--- src/mcr_consts.vh ---
// constants for the monitor channel results block
`ifndef MCR_CONSTS_VH
`define MCR_CONSTS_VH
`define MCR_NUM_CH 5
`define MCR_CH_TEMP 3'h0
`define MCR_CH_VCC 3'h1
`define MCR_CH_LAST 3'h4
`define MCR_CLK_HZ 20000000
`define MCR_FRAME_MS 30
`define MCR_FRAME_MAX_MS 45
`define MCR_FRAME_CYC ((`MCR_CLK_HZ / 1000) * `MCR_FRAME_MS)
`define MCR_SLOT_CYC (`MCR_FRAME_CYC / `MCR_NUM_CH)
`define MCR_MASK_NORMAL 16'hFFFF
`define MCR_MASK_20K 16'hFFF8
`define MCR_TEMP_POS_FS 16'h7FFC
`define MCR_TEMP_NEG_FS 16'h8000
`define MCR_VOLT_FS 16'hFFF8
`define MCR_FLAG_HI 0
`define MCR_FLAG_LO 1
`endif

--- src/mcr_result_mem.v ---
// result store: five 16-bit words, registered read port
`default_nettype none
module mcr_result_mem #(
    parameter DEPTH = 5,
    parameter AW = 3
) (
    input wire clock,
    input wire wr_en,
    input wire [AW-1:0] wr_addr,
    input wire [15:0] wr_data,
    input wire [AW-1:0] rd_addr,
    output reg [15:0] rd_data
);
    reg [15:0] mem [0:DEPTH-1];
    // both bytes written as one word
    always @(posedge clock) begin
        if (wr_en) begin
            mem[wr_addr] <= wr_data;
        end
        rd_data <= mem[rd_addr];
    end
endmodule
`default_nettype wire

--- src/mcr_monitor.v ---
// monitor channel results: sequencing, formatting, limit flags, buffers
`include "mcr_consts.vh"
`default_nettype none
module mcr_monitor #(
    parameter FRAME_CYC = `MCR_FRAME_CYC,
    parameter IS_20K = 0
) (
    input wire clock,
    input wire reset_n,
    input wire [15:0] adc_raw,
    input wire adc_done,
    input wire [79:0] limit_alarm_hi,
    input wire [79:0] limit_alarm_lo,
    input wire [79:0] limit_warn_hi,
    input wire [79:0] limit_warn_lo,
    input wire [4:0] int_enable,
    input wire flag_to_buffer_a,
    input wire [4:0] done_clear,
    input wire buffer_a_input,
    input wire buffer_b_input,
    input wire write_protect_pin,
    input wire protect_enable,
    input wire [2:0] rd_channel,
    output reg adc_start,
    output reg [2:0] adc_channel,
    output wire [15:0] rd_result,
    output reg [4:0] conv_done,
    output reg [19:0] limit_flags,
    output reg interrupt,
    output reg buffer_a_open_drain,
    output reg buffer_b_open_drain,
    output reg write_protected
);
    localparam SLOT_CYC = FRAME_CYC / `MCR_NUM_CH;
    localparam ST_START = 2'd0;
    localparam ST_WAIT = 2'd1;
    localparam ST_STORE = 2'd2;
    localparam ST_IDLE = 2'd3;

    reg [1:0] state_reg;
    reg [1:0] state_next;
    reg [31:0] slot_cnt_reg;
    reg [15:0] word_reg;
    reg wr_en_reg;
    reg [2:0] wr_ch_reg;
    reg [15:0] fmt;
    reg in_a_s1;
    reg in_a_s2;
    reg in_b_s1;
    reg in_b_s2;
    reg wp_s1;
    reg wp_s2;
    wire [19:0] flags_now;
    wire [4:0] ch_flag;
    wire [4:0] done_next;

    mcr_result_mem #(.DEPTH(`MCR_NUM_CH), .AW(3)) u_mem (
        .clock(clock),
        .wr_en(wr_en_reg),
        .wr_addr(wr_ch_reg),
        .wr_data(word_reg),
        .rd_addr(rd_channel),
        .rd_data(rd_result)
    );

    // keep all 16 bits, zero low 3 bits when IS_20K, clamp to full scale
    always @* begin
        fmt = adc_raw & (IS_20K ? `MCR_MASK_20K : `MCR_MASK_NORMAL);
        if (adc_channel != `MCR_CH_TEMP && fmt > `MCR_VOLT_FS) begin
            fmt = `MCR_VOLT_FS;
        end
        if (adc_channel == `MCR_CH_TEMP && !fmt[15] && fmt > `MCR_TEMP_POS_FS) begin
            fmt = `MCR_TEMP_POS_FS;
        end
    end

    // round-robin slot sequencer
    always @* begin
        state_next = state_reg;
        case (state_reg)
            ST_START: begin
                state_next = ST_WAIT;
            end
            ST_WAIT: begin
                if (adc_done) begin
                    state_next = ST_STORE;
                end
            end
            ST_STORE: begin
                state_next = ST_IDLE;
            end
            ST_IDLE: begin
                // slot of SLOT_CYC cycles from one start to the next
                // late answer: slot closes right after the store
                if (slot_cnt_reg >= SLOT_CYC - 2) begin
                    state_next = ST_START;
                end
            end
            default: begin
                state_next = ST_START;
            end
        endcase
    end

    always @(posedge clock) begin
        if (!reset_n) begin
            state_reg <= ST_START;
            slot_cnt_reg <= 32'h0000_0000;
            adc_channel <= `MCR_CH_TEMP;
            adc_start <= 1'b0;
            word_reg <= 16'h0000;
            wr_en_reg <= 1'b0;
            wr_ch_reg <= 3'h0;
        end else begin
            state_reg <= state_next;
            adc_start <= (state_reg == ST_START);
            wr_en_reg <= 1'b0;
            if (state_reg == ST_START) begin
                slot_cnt_reg <= 32'h0000_0000;
            end else begin
                slot_cnt_reg <= slot_cnt_reg + 32'h0000_0001;
            end
            if (state_reg == ST_WAIT && adc_done) begin
                word_reg <= fmt;
                wr_en_reg <= 1'b1;
                wr_ch_reg <= adc_channel;
            end
            if (state_reg == ST_IDLE && state_next == ST_START) begin
                adc_channel <= (adc_channel == `MCR_CH_LAST) ? `MCR_CH_TEMP :
                    adc_channel + 3'h1;
            end
        end
    end

    // per-channel stored copy, limit compare and done bit
    genvar g;
    generate
        for (g = 0; g < `MCR_NUM_CH; g = g + 1) begin : g_ch
            reg [15:0] latest_reg;
            wire hit = wr_en_reg && (wr_ch_reg == g);
            wire is_temp = (g == `MCR_CH_TEMP);
            wire [15:0] ah = limit_alarm_hi[16*g +: 16];
            wire [15:0] al = limit_alarm_lo[16*g +: 16];
            wire [15:0] wh = limit_warn_hi[16*g +: 16];
            wire [15:0] wl = limit_warn_lo[16*g +: 16];
            wire sa_hi = $signed(latest_reg) > $signed(ah);
            wire sa_lo = $signed(latest_reg) < $signed(al);
            wire sw_hi = $signed(latest_reg) > $signed(wh);
            wire sw_lo = $signed(latest_reg) < $signed(wl);
            wire ua_hi = latest_reg > ah;
            wire ua_lo = latest_reg < al;
            wire uw_hi = latest_reg > wh;
            wire uw_lo = latest_reg < wl;

            // whole word copied at once, never a byte mix
            always @(posedge clock) begin
                if (!reset_n) begin
                    latest_reg <= 16'h0000;
                end else if (hit) begin
                    latest_reg <= word_reg;
                end
            end

            // temperature signed, voltages unsigned
            assign flags_now[4*g+`MCR_FLAG_HI] = is_temp ? sa_hi : ua_hi;
            assign flags_now[4*g+`MCR_FLAG_LO] = is_temp ? sa_lo : ua_lo;
            assign flags_now[4*g+2+`MCR_FLAG_HI] = is_temp ? sw_hi : uw_hi;
            assign flags_now[4*g+2+`MCR_FLAG_LO] = is_temp ? sw_lo : uw_lo;
            assign ch_flag[g] = |flags_now[4*g +: 4];
            // set wins over clear
            assign done_next[g] = hit ? 1'b1 : (done_clear[g] ? 1'b0 : conv_done[g]);
        end
    endgenerate

    // flags, done bits and interrupt, registered
    always @(posedge clock) begin
        if (!reset_n) begin
            limit_flags <= 20'h0_0000;
            conv_done <= 5'h00;
            interrupt <= 1'b0;
        end else begin
            limit_flags <= flags_now; // one cycle after the stored copy
            conv_done <= done_next;
            interrupt <= |(ch_flag & int_enable);
        end
    end

    // two-stage pin synchronisers, reset to the pins' idle levels
    always @(posedge clock) begin
        if (!reset_n) begin
            in_a_s1 <= 1'b1;
            in_a_s2 <= 1'b1;
            in_b_s1 <= 1'b1;
            in_b_s2 <= 1'b1;
            wp_s1 <= 1'b1;
            wp_s2 <= 1'b1;
        end else begin
            in_a_s1 <= buffer_a_input;
            in_a_s2 <= in_a_s1;
            in_b_s1 <= buffer_b_input;
            in_b_s2 <= in_b_s1;
            wp_s1 <= write_protect_pin;
            wp_s2 <= wp_s1;
        end
    end

    // buffers released at reset; oe low = pin pulled low
    always @(posedge clock) begin
        if (!reset_n) begin
            buffer_a_open_drain <= 1'b1;
            buffer_b_open_drain <= 1'b1;
            write_protected <= 1'b1;
        end else begin
            // pins follow inputs, any flag may also pull pin A low
            buffer_a_open_drain <= in_a_s2 & ~(flag_to_buffer_a & (|flags_now));
            buffer_b_open_drain <= in_b_s2;
            // open pin pulls up and protects only while protect_enable is high, grounded pin frees
            write_protected <= wp_s2 & protect_enable;
        end
    end
endmodule
`default_nettype wire

--- config.mk ---
export PLATFORM = sky130hd
export DESIGN_NAME = mcr_monitor
export DESIGN_NICKNAME = d
export VERILOG_FILES = /design/src/mcr_result_mem.v /design/src/mcr_monitor.v
export VERILOG_INCLUDE_DIRS = /design/src
export SDC_FILE = /design/constraint.sdc
export NUM_CORES = 1
export LEC_CHECK = 0
export ABC_AREA = 1
export BUFFER_PORTS_ARGS = -buffer_cell sky130_fd_sc_hd__clkbuf_2
export CAP_MARGIN = 10
export CORE_MARGIN = 2
export CORE_UTILIZATION = 50
export CTS_CLUSTER_SIZE = 25
export DETAILED_ROUTE_END_ITERATION = 8
export PLACE_DENSITY = 0.76
export SYNTH_ARGS = -nofsm -noshare
export SYNTH_HDL_FRONTEND = slang
export SYNTH_SLANG_ARGS = --single-unit
--- constraint.sdc ---
create_clock -name clock -period 2.85 [get_ports clock]
set_clock_uncertainty 0.1 [all_clocks]
set_input_delay 0.57 -clock clock [delete_from_list [all_inputs] [get_ports clock]]
set_output_delay 0.57 -clock clock [all_outputs]
set_load 0.005 [all_outputs]
* After elaboration in Yosys (flattened, before gate mapping)
Memory sizes are Yosys's and may differ from the RTL's. A register that Yosys moved wholly into a read port is not among the register bits.
Cells that the tools add are included.
** Cells by class
- $add $sub $neg :: 2
- Magnitude comparators :: 23
- Equality and inequality tests :: 8
- Multiplexer cells :: 19
- Bitwise gates (word level) :: 6
- Reductions and logical operators :: 29
** Operator list (number)
- greater-than comparator 16 bit :: 10
- < comparator 16 bit :: 10
- adder 32 x 1 -> 32 bit (second input constant) :: 1
- >= comparator 32 x 17 -> 1 bit (second input constant) :: 1
- 2-to-1 mux 16 bit :: 2
- OR reduction 20 bit :: 1
- OR reduction 4 bit :: 5
- greater-than comparator 16 x 15 -> 1 bit (second input constant) :: 1
- greater-than comparator 16 bit (second input constant) :: 1
- 2-to-1 mux 1 bit :: 13
- logical AND 1 bit :: 10
- nonzero test 2 bit :: 5
- case mux 2 bit (4 select lines) :: 1
- == test 3 x 2 -> 1 bit (second input constant) :: 2
- == test 3 bit (second input constant) :: 2
- logical NOT 3 bit :: 2
- AND 5 bit :: 1
- OR reduction 5 bit :: 1
- == test 2 bit (second input constant) :: 2
- logical NOT 2 bit :: 2
- 2-to-1 mux 2 bit :: 2
- adder 3 x 1 -> 3 bit (second input constant) :: 1
- AND 1 bit :: 3
- == test 3 x 1 -> 1 bit (second input constant) :: 1
- 6 further kinds :: 7
** Storage, ports and cells
- Bits in registers :: 173
- Memory bits (writable) :: 80
- Bits of input ports :: 357
- Output and inout bits :: 49
- Word-level logic and storage cells :: 116
- Memories kept :: 1
** Memories
- u_mem.mem :: depth 5, bits a word 16, read ports 1, clocked after memory_dff 1, write ports 1, line mcr_result_mem.v:14 : reg [15:0] mem [0:DEPTH-1];

* Logic depth before layout (Yosys ltp)
- Depth in word-level cells :: 7
- Gate-level depth with buffers :: 20
- Mapped depth without buffers :: 20

* Hierarchy
Synthesis repeated with hierarchy kept, for this count alone.
** Unflattened totals
- Cell total of the unflattened synthesis :: 2509
- Area total of the unflattened synthesis :: 18356.4 um^2
** Modules (own cells, without submodules)
- mcr_monitor :: times used 1, cells each 2162, area each 14551.5 um^2, sequential area each 3463.3 um^2
- mcr_result_mem :: times used 1, cells each 347, area each 3804.9 um^2, sequential area each 2722.6 um^2

* Worst setup path before layout
No wires, ideal clock.
- Kind :: in2reg
- From :: in limit_alarm_lo[9]
- To :: reg interrupt
- Setup time :: 128 ps
- Arrival time :: 1882 ps
- Data required time :: 2622 ps
- Slack :: 740 ps
- Stages on the path :: 14
- Path buffers :: 0
- Cell sequence :: inv_1 > ha_1 > nand2_1 > inv_1 > o21ai_0 > a21oi_1 > nor3_1 > nand2_1 > nand2_1 > nand3_1 > o21ai_0 > nand2_1 > nor2_1 > nor2_1
** On the way
- Cells in the longest elaborated chain, start to end :: 4
** Ends and longest elaborated chain
- start, declared :: line mcr_monitor.v:13 : input wire [79:0] limit_alarm_lo,
- < comparator 16 bit :: line mcr_monitor.v:147 : wire sa_lo = $signed(latest_reg) < $signed(al);
- OR reduction 4 bit :: line mcr_monitor.v:169 : assign ch_flag[g] = |flags_now[4*g +: 4];
- AND 5 bit :: line mcr_monitor.v:184 : interrupt <= |(ch_flag & int_enable);
- OR reduction 5 bit :: line mcr_monitor.v:184
- end signal, assigned :: line mcr_monitor.v:184
- end, declared :: line mcr_monitor.v:29 : output reg interrupt,
Every way passes these cells.
A chain may end at the register's enable or synchronous reset.

* Final worst setup path
- From :: reg g_ch[4].latest_reg[15]
- To :: reg interrupt
** On the way
- Cells in the longest elaborated chain, start to end :: 4
- Elaborated cells on any way between the ends :: 7
- Classes of those cells :: order compare: 4; bitwise: 1; reduce/logical: 2
** Ends and longest elaborated chain
- start, declared :: line mcr_monitor.v:139 : reg [15:0] latest_reg;
- start signal, assigned :: line mcr_monitor.v:160 : latest_reg <= word_reg;
- greater-than comparator 16 bit, or another cell as far along :: line mcr_monitor.v:150 : wire ua_hi = latest_reg > ah;
- OR reduction 4 bit * :: line mcr_monitor.v:169
- AND 5 bit * :: line mcr_monitor.v:184
- OR reduction 5 bit * :: line mcr_monitor.v:184
Mark *: on every way between the ends. The rest lies on a longest branch, timed or not.

==> results_dict.tcl <==
set metrics [dict create \
    netlist_area_mm2 0.0179 \
    gp_congestion 0.964 \
    wl_um 50800 \
    outcome "complete, no violations" \
    gr-total-overflow 0 \
    period_needed_ns 2.55 \
    relSlewSlack 0.432 \
    cap_violations 0 \
    clk_pin_slew_ns 0.06 \
    min_path_type "input port to flip-flop" \
    antenna_found_initial 2 \
    synth_fp_nets 3056 \
    setup-violations-final 0 \
    path_class "flip-flop to flip-flop" \
    cts_sinks 269 \
    ys_seq_area_frac 0.345 \
    reg2reg_slack_ns 0.30 \
    netlist_instances 2385 \
    htree_num_levels 1 \
    final_util 0.602 \
    crit_required_ns 3.15 \
    nets 3463 \
    hold_violations 0 \
    vias 16935 \
    clock_latency_ns 0.52 \
    core_area_mm2 0.0354 \
    worstHoldStart "buffer_a_input" \
    fin_setup_tns_ns 0 \
    synth.avg_cell_area_um2 7.51 \
    clock_path_buffers 3 \
    num_rows 69 \
    start_util 0.506 \
    portBuffers 405 \
    crit_end "interrupt" \
    cp_max_fo 5 \
    root_buffer "clkbuf_16" \
    grt_usage 0.265 \
    cts_tree "done" \
    worstSetupStartpoint "g_ch[4].latest_reg[15]" \
    reg2regPathDepth 10 \
    ys.warnings.count 0 \
    drive_gt1_frac 0.180 \
    areaGrowthSynthToFinish_pct 19.1 \
    pin_count 406 \
    finalNonFillerCells 3274 \
    rsz0062_at_grt "false" \
    final_max_slew_viol_count 0 \
    first_pass_iters 5 \
    die_height_um 193 \
    grt_max_degree 96 \
    synth_ff_type "dfxtp_1" \
    drc 0 \
    synth-seq-cells 269 \
    die_area_mm2 0.0373 \
    arrival_ns 2.85 \
    power.density_mw_per_mm2 402 \
    dieWidth_um 193 \
    via_per_inst 5.17 \
    first_iter_violations 881 \
    wl_per_cell_um 15.5 \
    r2r_end "interrupt" \
    clock.fmax_mhz 392 \
    synth.distinct_cells 41 \
    synth-edff-count 80 \
    drtAntennaViolNets 0 \
    numCtsBuffers 27 \
    cp-end-kind "flip-flop" \
    grt_pass1_wl_um 81000 \
    timing.rr.start "g_ch[4].latest_reg[15]" \
    cts_hold_buf 0 \
    dp_hpwl_um 40000 \
    synthArstFlopShare 0 \
    peakVddDrop_uv 563 \
    grt_pass1_vias 16628 \
    post_cts_buffers 0 \
    dp.cells 3224 \
    crit_path_start_kind "flip-flop" \
    finalCritPeriodShare 0.894 \
    cts_resized 0 \
    p_leak_nw 12.0 \
    tightest_slew_ns 0.851 \
]
[worst min path at each step]
stage                     slack, ns                   to  depth (start not counted)
after floorplan                0.29  buffer_b_open_drain                          1
after global placement         0.29                wp_s2                          1
after detailed placement       0.30              in_b_s2                          1
after CTS                      0.11              in_a_s1                          2
after global routing           0.12              in_b_s1                          2
final                          0.13              in_a_s1                          2
[stage by stage]
| step | hold slack [ns] | power (mW) | worst slack, ns | instance area, um2 |
|---|---|---|---|---|
| after floorplan | 0.293 | 4.71 | 0.740 | 17900 |
| final | 0.130 | 8.57 | 0.302 | 21300 |
| after CTS | 0.113 | 8.63 | 0.338 | 21300 |
| after detailed placement | 0.299 | 5.24 | 0.0198 | 20500 |
| after global placement | 0.294 | 5.20 | 0.0385 | 20500 |
| after global routing | 0.119 | 8.95 | 0.141 | 21300 |
[cells by family after synthesis]
logic type,count (synthesis),share of synthesized area
fa+ha+maj,314,0.219
compound gates,388,0.113
flops,269,0.345
buf+inv,492,0.104
simple gates,913,0.215
xor+xnor,9,0.00440
[layout by cell type, fill, tap and decap left out, types with 7 or more instances in the layout]
| cell | instances |
|---|---|
| a31oi_1 | 17 |
| clkbuf_2 | 404 |
| nor3_1 | 36 |
| o21a_1 | 8 |
| xor2_1 | 7 |
| nand3_1 | 51 |
| dfxtp_1 | 189 |
| nor2_2 | 7 |
| inv_1 | 440 |
| o21ai_1 | 7 |
| ha_1 | 314 |
| a21oi_1 | 176 |
| nor4_1 | 10 |
| clkinv_2 | 8 |
| o21ai_0 | 166 |
| buf_4 | 15 |
| or2_2 | 8 |
| nand4_1 | 28 |
| edfxtp_1 | 80 |
| inv_2 | 9 |
| nand2_1 | 367 |
| nor2_1 | 378 |
| clkbuf_16 | 27 |
[critical path, cell delays in order (launching register included)]
cell and delay [ns]:
dfxtp_1 0.37, ha_1 0.32, nand2_1 0.08, nor4_1 0.42
nand3_1 0.12, nand2_1 0.15, nand2_1 0.08, o21ai_0 0.36
nand3_1 0.25, nor2_1 0.14, nor2_1 0.04
[Yosys cell counts (7+ instances only)]
master / number / share of area
nor4_1: 10 / 0.0035
nor2_1: 379 / 0.079
dfxtp_1: 189 / 0.21
o21ai_1: 7 / 0.0020
inv_2: 8 / 0.0017
a21oi_1: 176 / 0.049
nand3_1: 51 / 0.014
xor2_1: 7 / 0.0034
a31oi_1: 17 / 0.0059
inv_1: 441 / 0.092
or2_2: 8 / 0.0028
o21ai_0: 166 / 0.046
nand4_1: 28 / 0.0098
clkbuf_1: 41 / 0.0086
ha_1: 314 / 0.22
edfxtp_1: 80 / 0.13
nor3_1: 38 / 0.011
o21a_1: 8 / 0.0034
nand2_1: 367 / 0.077
[metal layers]
metal  global-route usage  part of all wire  wire length [um]  up-vias
met4                0.112             0.042              2140        2
met3               0.0349             0.059              3000      130
li1                     -                 -                 -     8552
met5                    0           0.00016                 8        -
met1                0.332              0.42             21300     7702
met2                0.460              0.48             24300      549
[layout make-up]
type                    instances  area [um2]
multi-input cells            1624        9880
clock buffers                  31         701
repair buffers                420        2140
clock inverters                18         146
inverters                     450        1690
fillers                      3254       14100
diodes                          1        2.50
well taps                     461         577
flip-flops and latches        269        6190
[power by group]
part	switching (mW)	internal [mW]	leakage (nW)
clock network	1.46	1.94	0.414
logic	0.575	0.452	9.35
registers	0.124	4.02	2.27
total	2.16	6.41	12.0
Note: power is estimated with default switching activity, not from simulation.
